--- src/updown_cfg.svh ---
`ifndef UPDOWN_CFG_SVH
`define UPDOWN_CFG_SVH
// register offsets (8-bit address)
`define REG_FREQ_SRC     8'h00
`define REG_UD_MODE      8'h01
`define REG_UD_STEP      8'h02
`define REG_DWELL_FREQ   8'h03
`define REG_DWELL_TIME   8'h04
`define REG_IN_FUNC0     8'h05
`define REG_MAX_FREQ     8'h0a
`define REG_UPPER        8'h0b
`define REG_LOWER        8'h0c
`define REG_CMD_FREQ     8'h0d
`define REG_SAVED_FREQ   8'h0e
`define REG_STATUS       8'h0f
`define REG_ACC_RATE     8'h10
`define REG_DEC_RATE     8'h11
// codes
`define FREQ_SRC_UPDOWN  4'ha
`define FUNC_UP          5'h0f
`define FUNC_DOWN        5'h10
`define FUNC_3WIRE       5'h11
`define FUNC_MAX         5'h1b
`define MODE_MAX         2'h2
// reset values and the dwell time limit, 0.01 Hz units, time in 0.1 s
`define RST_DWELL_FREQ   16'h01f4
`define RST_MAX_FREQ     16'h1770
`define RST_INFUNC_BASE  5'h00
`define RST_ACC_RATE     16'h0001
`define RST_DWELL_TMAX   8'h64
// timing
`define CLK_HZ           40000000
`define HOLD_COMPOUND_MS 3000
`define TENTH_SEC_MS     100
`endif

--- src/updown_pkg.sv ---
package updown_pkg;
	typedef enum logic [1:0] {
		MODE_CONT,
		MODE_STEP,
		MODE_COMPOUND
	} ud_mode_t;
	typedef enum {
		ST_IDLE,
		ST_DWELL,
		ST_RUN
	} run_state_t;
endpackage : updown_pkg

--- src/input_sync.sv ---
`timescale 1ns/1ps
// two-flop synchroniser for one external level
module input_sync (
	// clock and reset
	input  wire logic clock,
	input  wire logic rst,
	// pin and synced level
	input  wire logic pin,
	output logic      level
);
	logic meta_r;
	logic meta_nxt;
	logic level_r;
	logic level_nxt;

	// second flop is the only reader of the first
	always_comb begin
		meta_nxt  = pin;
		level_nxt = meta_r;
	end

	always_ff @(posedge clock or posedge rst) begin
		if (rst) begin
			meta_r  <= 1'b0;
			level_r <= 1'b0;
		end else begin
			meta_r  <= meta_nxt;
			level_r <= level_nxt;
		end
	end

	assign level = level_r;
endmodule : input_sync

--- src/updown_freq_command_dwell.sv ---
// Our own choices: the address-and-strobe port and the register offsets.
`timescale 1ns/1ps
`include "updown_cfg.svh"
// What this block does
// [RULE1] up/down only acts when the reference source selector equals ten
// [RULE2] each input terminal has a function code limited to 0 through 27
// [RULE3] code 15 makes a terminal the up input, code 16 the down input
// [RULE4] mode selector 0 continuous, 1 edge step, 2 compound; resets to 0
// [RULE5] step frequency resets to zero and is limited to maximum frequency
// [RULE6] mode 0 up ramps toward maximum at accel rate, clamped by upper limit
// [RULE7] mode 0 down ramps down at decel rate, clamped by lower limit
// [RULE8] mode 1 rising edge of up or down moves target by one step
// [RULE9] falling edge of up or down saves the command frequency
// [RULE10] stop while up or down active blocks saving until both release
// [RULE11] mode 2 steps on edges, becomes continuous after 3 s hold
// [RULE12] edges arriving before the previous step completes are ignored
// [RULE13] code 17 makes a terminal the 3-wire command input
// [RULE14] 3-wire run latches a momentary run until stop
// [RULE15] external 3-wire pulses last at least 50 ms
// [RULE16] run first outputs dwell frequency for dwell time, then accelerates
// [RULE17] dwell frequency resets to 5.00 Hz, dwell time 0.0 to 10.0 s
// [RULE18] dwell skipped when dwell time or dwell frequency is zero
// [RULE19] dwell only on the first acceleration after a run command
// [RULE20] dwell overrides jog, jog overrides up/down, multi-step and 3-wire
// [RULE21] command frequency stays within lower and upper bounds; only up/down targets are clamped, not base_freq, jog or dwell
module updown_freq_command_dwell #(
	parameter int NUM_INPUTS   = 5,
	parameter int HOLD_CYCLES  = `CLK_HZ / 1000 * `HOLD_COMPOUND_MS,
	parameter int TENTH_CYCLES = `CLK_HZ / 1000 * `TENTH_SEC_MS
) (
	// clock and reset
	input  wire logic                  clock,
	input  wire logic                  rst,
	// register port
	input  wire logic [7:0]            reg_addr,
	input  wire logic [15:0]           reg_wdata,
	input  wire logic                  reg_write,
	input  wire logic                  reg_read,
	output logic      [15:0]           reg_rdata,
	// terminals and commands
	input  wire logic [NUM_INPUTS-1:0] input_terminal,
	input  wire logic                  run_cmd,
	input  wire logic                  stop_cmd,
	input  wire logic                  jog_active,
	input  wire logic [15:0]           jog_freq,
	input  wire logic [15:0]           base_freq,
	// outputs to the frequency ramp
	output logic      [15:0]           cmd_freq,
	output logic                       running,
	output logic                       dwelling
);
	import updown_pkg::*;

	localparam int DCW = $clog2(TENTH_CYCLES + 1);
	localparam int HCW = $clog2(HOLD_CYCLES + 1);

	logic [NUM_INPUTS-1:0] term_s;
	logic [3:0]  freq_src_r, freq_src_nxt;
	ud_mode_t    mode_r, mode_nxt;
	logic [15:0] step_r, step_nxt, dfreq_r, dfreq_nxt, maxf_r, maxf_nxt;
	logic [15:0] upper_r, upper_nxt, lower_r, lower_nxt, acc_r, acc_nxt, dec_r, dec_nxt;
	logic [7:0]  dtime_r, dtime_nxt;
	logic [4:0]  func_r [NUM_INPUTS];
	logic [4:0]  func_nxt [NUM_INPUTS];
	logic [15:0] rdata_r, rdata_nxt;
	logic [15:0] freq_r, freq_nxt, target_r, target_nxt, saved_r, saved_nxt;
	logic        up_d_r, dn_d_r, save_blk_r, save_blk_nxt, wire3_r, wire3_nxt;
	logic [HCW-1:0] hold_r, hold_nxt;
	run_state_t  st_r, st_nxt;
	logic        dwell_done_r, dwell_done_nxt;
	logic [DCW-1:0] tick_r, tick_nxt;
	logic [7:0]  dcnt_r, dcnt_nxt;
	logic        up_lv, dn_lv, w3_lv, ud_en, hi_lim;
	logic [15:0] top_f, bot_f;

	genvar gi;
	generate
		for (gi = 0; gi < NUM_INPUTS; gi++) begin : g_sync
			input_sync u_sync (
				.clock (clock),
				.rst   (rst),
				.pin   (input_terminal[gi]),
				.level (term_s[gi])
			);
		end
	endgenerate

	// terminal role decode
	always_comb begin
		up_lv = 1'b0;
		dn_lv = 1'b0;
		w3_lv = 1'b0;
		for (int i = 0; i < NUM_INPUTS; i++) begin
			// [RULE3] up and down
			if (func_r[i] == `FUNC_UP)
				up_lv = up_lv | term_s[i];
			if (func_r[i] == `FUNC_DOWN)
				dn_lv = dn_lv | term_s[i];
			// [RULE13] 3-wire input
			if (func_r[i] == `FUNC_3WIRE)
				w3_lv = w3_lv | term_s[i];
		end
		// [RULE1] source gate
		ud_en  = (freq_src_r == `FREQ_SRC_UPDOWN);
		// [RULE21] bounds, upper limit only when set
		top_f  = (upper_r != 16'h0000 && upper_r < maxf_r) ? upper_r : maxf_r;
		bot_f  = (lower_r < top_f) ? lower_r : top_f;
		hi_lim = (hold_r == HCW'(HOLD_CYCLES));
	end

	// register writes and read data
	always_comb begin
		freq_src_nxt = freq_src_r;
		mode_nxt     = mode_r;
		step_nxt     = step_r;
		dfreq_nxt    = dfreq_r;
		dtime_nxt    = dtime_r;
		maxf_nxt     = maxf_r;
		upper_nxt    = upper_r;
		lower_nxt    = lower_r;
		acc_nxt      = acc_r;
		dec_nxt      = dec_r;
		func_nxt     = func_r;
		rdata_nxt    = 16'h0000;
		if (reg_write) begin
			case (reg_addr)
				`REG_FREQ_SRC:   freq_src_nxt = reg_wdata[3:0];
				// [RULE4] illegal codes ignored
				`REG_UD_MODE:    if (reg_wdata[1:0] <= `MODE_MAX) mode_nxt = ud_mode_t'(reg_wdata[1:0]);
				// [RULE5] step limited to maximum
				`REG_UD_STEP:    step_nxt = (reg_wdata > maxf_r) ? maxf_r : reg_wdata;
				// [RULE17] dwell settings
				`REG_DWELL_FREQ: dfreq_nxt = (reg_wdata > maxf_r) ? maxf_r : reg_wdata;
				`REG_DWELL_TIME: if (reg_wdata[7:0] <= `RST_DWELL_TMAX) dtime_nxt = reg_wdata[7:0];
				`REG_MAX_FREQ:   maxf_nxt = reg_wdata;
				`REG_UPPER:      upper_nxt = reg_wdata;
				`REG_LOWER:      lower_nxt = reg_wdata;
				`REG_ACC_RATE:   acc_nxt = reg_wdata;
				`REG_DEC_RATE:   dec_nxt = reg_wdata;
				default: begin
					for (int i = 0; i < NUM_INPUTS; i++)
						// [RULE2] codes 0 to 27
						if (reg_addr == `REG_IN_FUNC0 + 8'(i) && reg_wdata[4:0] <= `FUNC_MAX)
							func_nxt[i] = reg_wdata[4:0];
				end
			endcase
		end
		if (reg_read) begin
			case (reg_addr)
				`REG_FREQ_SRC:   rdata_nxt = {12'h000, freq_src_r};
				`REG_UD_MODE:    rdata_nxt = {14'h0000, mode_r};
				`REG_UD_STEP:    rdata_nxt = step_r;
				`REG_DWELL_FREQ: rdata_nxt = dfreq_r;
				`REG_DWELL_TIME: rdata_nxt = {8'h00, dtime_r};
				`REG_MAX_FREQ:   rdata_nxt = maxf_r;
				`REG_UPPER:      rdata_nxt = upper_r;
				`REG_LOWER:      rdata_nxt = lower_r;
				`REG_CMD_FREQ:   rdata_nxt = freq_r;
				`REG_SAVED_FREQ: rdata_nxt = saved_r;
				`REG_STATUS:     rdata_nxt = {11'h000, wire3_r, save_blk_r, dwell_done_r,
					st_r == ST_DWELL, st_r != ST_IDLE};
				`REG_ACC_RATE:   rdata_nxt = acc_r;
				`REG_DEC_RATE:   rdata_nxt = dec_r;
				default: begin
					for (int i = 0; i < NUM_INPUTS; i++)
						if (reg_addr == `REG_IN_FUNC0 + 8'(i))
							rdata_nxt = {11'h000, func_r[i]};
				end
			endcase
		end
	end

	always_ff @(posedge clock or posedge rst) begin
		if (rst) begin
			freq_src_r <= 4'h0;
			mode_r     <= MODE_CONT;
			step_r     <= 16'h0000;
			dfreq_r    <= `RST_DWELL_FREQ;
			dtime_r    <= 8'h00;
			maxf_r     <= `RST_MAX_FREQ;
			upper_r    <= 16'h0000;
			lower_r    <= 16'h0000;
			acc_r      <= `RST_ACC_RATE;
			dec_r      <= `RST_ACC_RATE;
			for (int i = 0; i < NUM_INPUTS; i++)
				func_r[i] <= `RST_INFUNC_BASE;
			rdata_r    <= 16'h0000;
		end else begin
			freq_src_r <= freq_src_nxt;
			mode_r     <= mode_nxt;
			step_r     <= step_nxt;
			dfreq_r    <= dfreq_nxt;
			dtime_r    <= dtime_nxt;
			maxf_r     <= maxf_nxt;
			upper_r    <= upper_nxt;
			lower_r    <= lower_nxt;
			acc_r      <= acc_nxt;
			dec_r      <= dec_nxt;
			func_r     <= func_nxt;
			rdata_r    <= rdata_nxt;
		end
	end

	// run state, 3-wire latch and dwell timing
	always_comb begin
		st_nxt         = st_r;
		wire3_nxt      = wire3_r;
		dwell_done_nxt = dwell_done_r;
		tick_nxt       = tick_r;
		dcnt_nxt       = dcnt_r;
		// [RULE14] latch momentary run
		if (stop_cmd)
			wire3_nxt = 1'b0;
		else if (w3_lv && run_cmd)
			wire3_nxt = 1'b1;
		case (st_r)
			ST_IDLE: begin
				tick_nxt = '0;
				dcnt_nxt = 8'h00;
				if ((run_cmd || wire3_r) && !stop_cmd) begin
					// [RULE18] zero time or freq skips dwell
					// [RULE19] only the first acceleration dwells
					if (dtime_r == 8'h00 || dfreq_r == 16'h0000 || dwell_done_r)
						st_nxt = ST_RUN;
					else
						st_nxt = ST_DWELL;
				end
			end
			ST_DWELL: begin
				// [RULE16] hold dwell then go on
				if (stop_cmd) begin
					st_nxt = ST_IDLE;
				end else if (tick_r == DCW'(TENTH_CYCLES - 1)) begin
					tick_nxt = '0;
					dcnt_nxt = dcnt_r + 8'h01;
					if (dcnt_r + 8'h01 >= dtime_r) begin
						st_nxt         = ST_RUN;
						dwell_done_nxt = 1'b1;
					end
				end else begin
					tick_nxt = tick_r + DCW'(1);
				end
			end
			ST_RUN: begin
				if (stop_cmd)
					st_nxt = ST_IDLE;
			end
			default: st_nxt = ST_IDLE;
		endcase
		// a stop command while idle, with no run or 3-wire latch pending, rearms dwell
		if (st_r == ST_IDLE && !run_cmd && !wire3_r && stop_cmd)
			dwell_done_nxt = 1'b0;
	end

	always_ff @(posedge clock or posedge rst) begin
		if (rst) begin
			st_r         <= ST_IDLE;
			wire3_r      <= 1'b0;
			dwell_done_r <= 1'b0;
			tick_r       <= '0;
			dcnt_r       <= 8'h00;
		end else begin
			st_r         <= st_nxt;
			wire3_r      <= wire3_nxt;
			dwell_done_r <= dwell_done_nxt;
			tick_r       <= tick_nxt;
			dcnt_r       <= dcnt_nxt;
		end
	end

	// up/down target, ramp and save
	always_comb begin
		target_nxt   = target_r;
		freq_nxt     = freq_r;
		saved_nxt    = saved_r;
		save_blk_nxt = save_blk_r;
		hold_nxt     = (up_lv || dn_lv) ? (hi_lim ? hold_r : hold_r + HCW'(1)) : '0;
		if (ud_en && st_r == ST_RUN && !jog_active) begin
			// [RULE6] continuous up, [RULE11] after long hold
			if (up_lv && (mode_r == MODE_CONT || (mode_r == MODE_COMPOUND && hi_lim)))
				target_nxt = top_f;
			// [RULE7] continuous down
			else if (dn_lv && (mode_r == MODE_CONT || (mode_r == MODE_COMPOUND && hi_lim)))
				target_nxt = bot_f;
			else if (!up_lv && !dn_lv
					&& (mode_r == MODE_CONT || (mode_r == MODE_COMPOUND && hi_lim)))
				target_nxt = freq_r;
			// [RULE12] edge ignored while step pending
			else if (mode_r != MODE_CONT && freq_r == target_r) begin
				// [RULE8] step per rising edge
				if (up_lv && !up_d_r)
					target_nxt = (top_f - freq_r > step_r) ? freq_r + step_r : top_f;
				else if (dn_lv && !dn_d_r)
					target_nxt = (freq_r - bot_f > step_r) ? freq_r - step_r : bot_f;
			end
		end else if (!ud_en) begin
			target_nxt = base_freq;
		end
		// [RULE10] stop while held blocks the save
		if (stop_cmd && (up_lv || dn_lv))
			save_blk_nxt = 1'b1;
		else if (!stop_cmd && !up_lv && !dn_lv)
			save_blk_nxt = 1'b0;
		// [RULE9] save on falling edge
		if (ud_en && !save_blk_r && !stop_cmd && ((up_d_r && !up_lv) || (dn_d_r && !dn_lv)))
			saved_nxt = freq_r;
		// ramp toward target
		case (st_r)
			ST_IDLE: freq_nxt = 16'h0000;
			// [RULE20] dwell first, then jog
			ST_DWELL: freq_nxt = dfreq_r;
			ST_RUN: begin
				if (jog_active)
					freq_nxt = jog_freq;
				else if (freq_r < target_r)
					freq_nxt = (target_r - freq_r > acc_r) ? freq_r + acc_r : target_r;
				else if (freq_r > target_r)
					freq_nxt = (freq_r - target_r > dec_r) ? freq_r - dec_r : target_r;
			end
			default: freq_nxt = 16'h0000;
		endcase
		if (st_r == ST_IDLE)
			target_nxt = ud_en ? saved_r : base_freq;
	end

	always_ff @(posedge clock or posedge rst) begin
		if (rst) begin
			target_r   <= 16'h0000;
			freq_r     <= 16'h0000;
			saved_r    <= 16'h0000;
			save_blk_r <= 1'b0;
			hold_r     <= '0;
			up_d_r     <= 1'b0;
			dn_d_r     <= 1'b0;
		end else begin
			target_r   <= target_nxt;
			freq_r     <= freq_nxt;
			saved_r    <= saved_nxt;
			save_blk_r <= save_blk_nxt;
			hold_r     <= hold_nxt;
			up_d_r     <= up_lv;
			dn_d_r     <= dn_lv;
		end
	end

	assign reg_rdata = rdata_r;
	assign cmd_freq  = freq_r;
	assign running   = (st_r != ST_IDLE);
	assign dwelling  = (st_r == ST_DWELL);
endmodule : updown_freq_command_dwell

--- config.mk ---
export PLATFORM = sky130hd
export DESIGN_NAME = updown_freq_command_dwell
export DESIGN_NICKNAME = d
export VERILOG_FILES = /design/src/updown_pkg.sv /design/src/input_sync.sv /design/src/updown_freq_command_dwell.sv
export VERILOG_INCLUDE_DIRS = /design/src /design/src/src
export SDC_FILE = /design/constraint.sdc
export NUM_CORES = 1
export LEC_CHECK = 0
export BUFFER_PORTS_ARGS = -buffer_cell sky130_fd_sc_hd__buf_2
export CAP_MARGIN = 20
export CORE_ASPECT_RATIO = 0.9
export CORE_UTILIZATION = 40
export CTS_CLUSTER_SIZE = 28
export DETAILED_ROUTE_END_ITERATION = 12
export REMOVE_ABC_BUFFERS = 1
export SLEW_MARGIN = 10
export SYNTH_ARGS = -nofsm -noshare
export SYNTH_HDL_FRONTEND = slang
export SYNTH_SLANG_ARGS = --single-unit
--- constraint.sdc ---
create_clock -name clock -period 11.52 [get_ports clock]
set_clock_uncertainty 0.1 [all_clocks]
set_input_delay 2.304 -clock clock [delete_from_list [all_inputs] [get_ports clock]]
set_output_delay 2.304 -clock clock [all_outputs]
set_load 0.02 [all_outputs]
==> impl_metrics.py, run 1 <==
metrics = {
    "placed_design": {
        "dpl_cell_area_um2": 25000,
        "dp_hpwl_mm": 68.4,
        "finalWeightedCongestion": 1.02,
        "numPortBuffers": 101,
    },
    "yosys": {
        "synth-seq-area-share_pct": 30.8,
        "synth_top_area_share_pct": 29.2,
        "synth-main-ff-cell": "dfrtp_1",
        "synthesis.area_um2": 23500,
        "synthArstFlopShare_pct": 100,
        "yosysMostFrequentCell": "nand2_1",
        "ys_ff_latch": 289,
        "ys_top_cells_by_count": "nand2_1, dfrtp_1, ha_1",
        "synth_edf_count": 0,
        "synth_area_per_cell_um2": 8.61,
        "synth_cell_type_count": 90,
        "post-synth-top-area-cell": "dfrtp_1",
        "netlist_top_cells_area": "dfrtp_1, ha_1, mux2_2",
        "yosysWarnings": 0,
        "synthCells": 2730,
    },
    "drt": {
        "vias": 21754,
        "ant_nets": 0,
        "drc": 0,
        "first_iter_violations": 2076,
        "avgRoutedWirePerCell_um": 24.5,
        "drt-total-wl_mm": 88.1,
        "via_per_inst": 6.05,
        "first_pass_iters": 8,
    },
    "cts": {
        "cts_resized": 0,
        "clkSinkCount": 289,
        "postCtsHoldBufs": 0,
        "cts.reportedPaths.clkPinSlew_ps": 60,
        "cts_buffers": 36,
        "ctsLongestPathBuffers": 3,
        "worstSkewPairLatency_ps": 560,
        "cts_setup_buffers": 0,
        "htree_levels": 2,
        "root_buffer": "clkbuf_16",
        "cts_tree": "yes",
    },
    "floorplan": {
        "die_area_um2": 59800,
        "die_h_um": 232,
        "start_util_pct": 40.9,
        "rows": 83,
        "core_um2": 57500,
        "fp.dieW_um": 258,
        "ioPinCount": 102,
    },
    "final_layout": {
        "area_delta_synth_final_pct": 11.7,
        "final_area_um2": 26300,
        "diodes": 0,
        "finalNetCount": 3120,
        "drive_gt1_share_pct": 13.6,
    },
    "setup_path": {
        "worst_r2r_startpoint": "maxf_r[5]",
        "regToRegEndpoint": "target_r[0]",
        "max_stage_delay_ps": 920,
        "start_kind": "flop",
        "worst-path-buf-inv": 4,
        "critPathMaxFanout": 16,
        "rrSetupSlack_ps": 1400,
        "cp.arrival_ps": 10440,
        "critical-path-top-delay-family": "compound AO/OA/AOI/OAI gates",
        "cp.required_ps": 11830,
        "crit_path_frequent_cell": "ha_1",
        "crit_type": "flop to flop",
        "cp_slowest_cell": "o21ai_0",
        "crit_path_end_kind": "flop",
        "ff2ff_path_depth": 38,
    },
    "sta": {
        "hold_ws_ps": 250,
        "max_freq_mhz": 98.8,
        "rsz0062_at_grt": "no",
        "slew_violations": 0,
        "setup_violations": 0,
        "finalSetupTns_ps": 0,
        "post-route-period-util_pct": 87.9,
        "report.final.hold_viol_count": 0,
        "max_slew_margin_pct": 21.3,
        "min_period_ps": 10120,
        "tightest_slew_ps": 1170,
    },
    "worst_hold_path": {
        "whs_path_depth": 0,
        "min_path_type": "flop to flop",
        "worstHoldEndpoint": "g_sync[2].u_sync.level",
        "hold_start": "g_sync[2].u_sync.level_nxt",
    },
    "grt": {
        "antenna_found_initial": 2,
        "grt_max_degree": 89,
        "grt_pass1_vias": 21512,
        "grtUsageTotal_pct": 29.3,
        "grt-ovfl-total": 0,
        "grt_pass1_wl_mm": 133,
    },
    "job": {
        "max_cap_violations": 0,
    },
    "power_and_ir_drop": {
        "p_leak_uw": 0.0121,
        "vdd_drop_max_mv": 0.219,
        "power-per-cell-area_nw_per_um2": 295,
    },
    "run_status": {
        "status": "complete, no violations",
    },
}
-- power by group --
group,internal (µW),switching (µW)
clock,707,470
combinational,2090,3260
sequential,1090,127
total,3890,3860
-- logic make-up after synthesis --
family,share of synthesized area (%)
and+or+nand+nor,15.6
AOI/OAI and AO/OA,21.8
buffers and inverters,4.97
DFF,30.8
adders and majority gates,13.6
muxes,8.45
xor gates and xnor gates,4.69
-- metrics by stage --
stage	utilization [%]	total power, µW	setup WS [ps]	std cells
2_1_floorplan	-	4870	1160	2613
3_3_place_gp	43.4	6410	1530	3526
3_5_place_dp	43.4	6460	1500	3527
4_1_cts	45.5	7680	1480	3592
5_1_grt	45.7	8310	802	3595
6_report	45.7	7750	1400	3595
-- routing by layer --
metal,global-route usage [%],part of all wire (%),vias up
li1,-,-,10024
met1,40.4,44,10708
met2,46.2,44,845
met3,5.77,8.2,175
met4,9.13,3.0,2
met5,0,0.011,-
-- worst max path at each step --
stage	from	end	slack (ps)	depth (start not counted)
6_report	maxf_r[5]	target_r[0]	1400	38
5_1_grt	maxf_r[9]	target_r[0]	800	40
4_1_cts	maxf_r[9]	target_r[0]	1480	39
3_5_place_dp	maxf_r[9]	target_r[0]	1500	39
3_3_place_gp	maxf_r[5]	target_r[0]	1530	38
2_1_floorplan	rst	acc_r[10]	1160	1
-- placed cells by master (no fill, tap or decap), types with 21 or more instances in the layout --
cell and instances:
a21oi_1 167, o21ai_0 206, nand4_1 34, a21o_1 70, a31oi_1 28, buf_2 101
and3_1 32, xor2_1 54, nor2_1 214, nor3_1 36, ha_1 242, nor2b_1 29
xnor2_1 72, dfrtp_1 274, o31ai_1 21, clkbuf_16 38, inv_1 187, mux2i_1 55
buf_4 47, nand2b_1 25, o21a_1 31, mux2_2 123, nand2_1 279, o211ai_1 35
nand3_1 59, a22oi_1 37
-- layout make-up --
type | instances | area, µm²
clock buffer | 54 | 1100
clock inverter | 11 | 125
fill | 5715 | 31300
inverter | 189 | 717
multi-input combinational | 2135 | 15200
sequential | 289 | 7250
tap | 765 | 957
timing repair buffer | 152 | 943
-- flip-flops by register name, indices dropped and copies added (netlist names), 2 cells and up --
| name | count |
|---|---|
| target_r | 16 |
| func_r | 25 |
| cmd_freq | 16 |
| g_sync.u_sync.level | 5 |
| hold_r | 27 |
| freq_src_r | 4 |
| dcnt_r | 8 |
| reg_rdata | 16 |
| lower_r | 16 |
| maxf_r | 16 |
| acc_r | 16 |
| mode_r | 2 |
| saved_r | 16 |
| st_r | 2 |
| upper_r | 16 |
| dtime_r | 8 |
| dfreq_r | 16 |
| step_r | 16 |
| tick_r | 22 |
| g_sync.u_sync.level_nxt | 5 |
| dec_r | 16 |
Power figures use the tool's default switching activity.
==> inputs of run 2 (changes only) <==
- ABC_AREA: unset -> 1
- SKIP_LAST_GASP: unset -> 1
==> impl_metrics.py, run 2 <==
metrics = {
    "grt": {
        "grt_pass1_vias": 22979,
        "grtUsageMet2_pct": 44.6,
        "grt_pass1_wl_mm": 143,
        "grt_max_degree": 124,
        "grt-ovfl-total": 0,
        "grt_use_met1_pct": 43.5,
        "grt_use_met3_pct": 8.01,
        "grtUsageTotal_pct": 30.4,
        "antenna_found_initial": 4,
        "busiest_layer": "met2",
    },
    "drt": {
        "drc": 0,
        "first_iter_violations": 2803,
        "avgRoutedWirePerCell_um": 21.9,
        "drt-total-wl_mm": 95.7,
        "via_per_inst": 5.64,
        "ant_nets": 0,
        "first_pass_iters": 6,
        "vias": 24648,
    },
    "yosys": {
        "synth_simple_gate_area_share_pct": 23.1,
        "synth_area_per_cell_um2": 7.01,
        "ys_ff_latch": 289,
        "synth_edf_count": 0,
        "synth-main-ff-cell": "dfrtp_1",
        "synth_top_area_share_pct": 28.0,
        "synth_compound_area_share_pct": 21.2,
        "synth_cell_type_count": 69,
        "synth-seq-area-share_pct": 29.6,
        "netlist_top_cells_area": "dfrtp_1, nand2_1, ha_1",
        "post-synth-top-area-cell": "dfrtp_1",
        "synthCells": 3490,
        "synthesis.area_um2": 24500,
        "synth_top_family_by_area": "simple AND/OR/NAND/NOR gates",
        "yosysWarnings": 0,
        "ys_top_cells_by_count": "nand2_1, inv_1, o21ai_0",
        "synth_adder_area_share_pct": 12.9,
        "yosysMostFrequentCell": "nand2_1",
        "synthArstFlopShare_pct": 100,
        "synth_xor_area_share_pct": 3.69,
        "synth_mux_area_share_pct": 0,
    },
    "floorplan": {
        "die_h_um": 237,
        "start_util_pct": 40.7,
        "ioPinCount": 102,
        "die_area_um2": 62200,
        "rows": 85,
        "fp.dieW_um": 263,
        "core_um2": 60200,
    },
    "cts": {
        "root_buffer": "clkbuf_16",
        "cts.reportedPaths.clkPinSlew_ps": 60,
        "cts_buffers": 36,
        "cts_setup_buffers": 0,
        "htree_levels": 2,
        "worstSkewPairLatency_ps": 560,
        "postCtsHoldBufs": 0,
        "cts_resized": 0,
        "cts_tree": "yes",
        "clkSinkCount": 289,
        "ctsLongestPathBuffers": 3,
    },
    "setup_path": {
        "crit_path_end_kind": "flop",
        "worst-path-stages": 41,
        "max_stage_delay_ps": 930,
        "crit_start": "maxf_r[9]",
        "critical-path-top-delay-family": "compound AO/OA/AOI/OAI gates",
        "rrSetupSlack_ps": 2490,
        "worst-path-buf-inv": 4,
        "cp.required_ps": 11890,
        "crit_type": "flop to flop",
        "cp.arrival_ps": 9390,
        "cp_slowest_cell": "a2111oi_4",
        "regToRegEndpoint": "target_r[11]",
        "worst_r2r_startpoint": "maxf_r[9]",
        "crit_path_frequent_cell": "nand2_1",
        "ff2ff_path_depth": 41,
        "setup.worst_path.end": "target_r[11]",
        "start_kind": "flop",
        "critPathMaxFanout": 31,
    },
    "power_and_ir_drop": {
        "power-per-cell-area_nw_per_um2": 262,
        "p_leak_uw": 0.0132,
        "comb_power_share_pct": 65.6,
        "pwr-share-clk_pct": 17.1,
        "switching_share_pct": 52.5,
        "switching_power_uw": 3720,
        "pwr-share-seq_pct": 17.3,
        "p_int_uw": 3370,
        "vdd_drop_max_mv": 0.178,
    },
    "final_layout": {
        "reg.largest.list": "hold_r: 27 flops, func_r: 25 flops, tick_r: 22 flops",
        "final_common_cell": "nand2_1",
        "final_cell_mix": "nand2_1, inv_1, o21ai_0, dfrtp_1, a21oi_1",
        "top_register": "hold_r",
        "finalNetCount": 3876,
        "diodes": 0,
        "area_delta_synth_final_pct": 10.8,
        "drive_gt1_share_pct": 8.09,
        "largest_reg_flops": 27,
    },
    "placed_design": {
        "dp_hpwl_mm": 75.4,
        "dp_slack_ps": 2730,
        "numPortBuffers": 101,
        "finalWeightedCongestion": 1.05,
    },
    "sta": {
        "post-route-period-util_pct": 78.4,
        "setup_ws_ps": 2490,
        "max_freq_mhz": 111,
        "rsz0062_at_grt": "no",
        "min_period_ps": 9030,
        "tightest_slew_ps": 1140,
        "setup_violations": 0,
        "finalSetupTns_ps": 0,
        "max_slew_margin_pct": 22.9,
        "slew_violations": 0,
        "report.final.hold_viol_count": 0,
    },
    "worst_hold_path": {
        "min_path_type": "flop to flop",
    },
    "run_status": {
        "status": "complete, no violations",
    },
    "job": {
        "max_cap_violations": 0,
    },
}
==> run 2: kinds of logic (layout without fill, tap and decap cells) <==
| kind of cell | count (synthesis) | in the layout |
|---|---|---|
| simple gates | 1333 | 1333 |
| compound gates | 912 | 912 |
| buf+inv | 604 | 699 |
| flops | 289 | 289 |
| fa+ha+maj | 249 | 249 |
| xor+xnor | 103 | 103 |
==> run 2: layout make-up <==
class	count	area, µm²
clock buffer	52	1040
multi-input combinational	2597	14900
fill	6319	33100
tap	783	980
sequential	289	7250
timing repair buffer	140	866
clock inverter	12	205
inverter	495	1870
==> run 2: layer usage <==
layer,up-vias,wire [µm]
li1,11836,-
met1,11565,43400
met2,1082,39300
met3,161,10500
met4,4,2530
met5,-,22
==> run 2: power by group through the flow <==
stage          clock network, µW  logic, µW  registers [µW]
6_report                    1210       4650            1220
3_5_place_dp                   0       4510            1230
4_1_cts                     1230       4540            1220
5_1_grt                     1270       5170            1230
2_1_floorplan                  0       3180            1200
3_3_place_gp                   0       4550            1230
==> run 2: worst min path at each step <==
stage                                           from                endpoint  slack (ps)  cells after the start
final                     g_sync[4].u_sync.level_nxt  g_sync[4].u_sync.level         240                      0
after global routing      g_sync[3].u_sync.level_nxt  g_sync[3].u_sync.level         260                      0
after CTS                 g_sync[4].u_sync.level_nxt  g_sync[4].u_sync.level         250                      0
after detailed placement  g_sync[4].u_sync.level_nxt  g_sync[4].u_sync.level         240                      0
after global placement    g_sync[0].u_sync.level_nxt  g_sync[0].u_sync.level         230                      0
after floorplan           g_sync[0].u_sync.level_nxt  g_sync[0].u_sync.level         230                      0
==> run 2: per-stage QoR <==
step / hold WS (ps) / power (µW) / instance area [µm²] / util [%] / instances
final: 238 / 7090 / 27100 / 45.1 / 4368
after global routing: 255 / 7670 / 27100 / 45.1 / 4368
after CTS: 246 / 6990 / 27000 / 44.8 / 4360
after detailed placement: 236 / 5750 / 25700 / 42.8 / 4296
after global placement: 234 / 5780 / 25700 / 42.7 / 4294
after floorplan: 231 / 4380 / 24000 / - / 3381
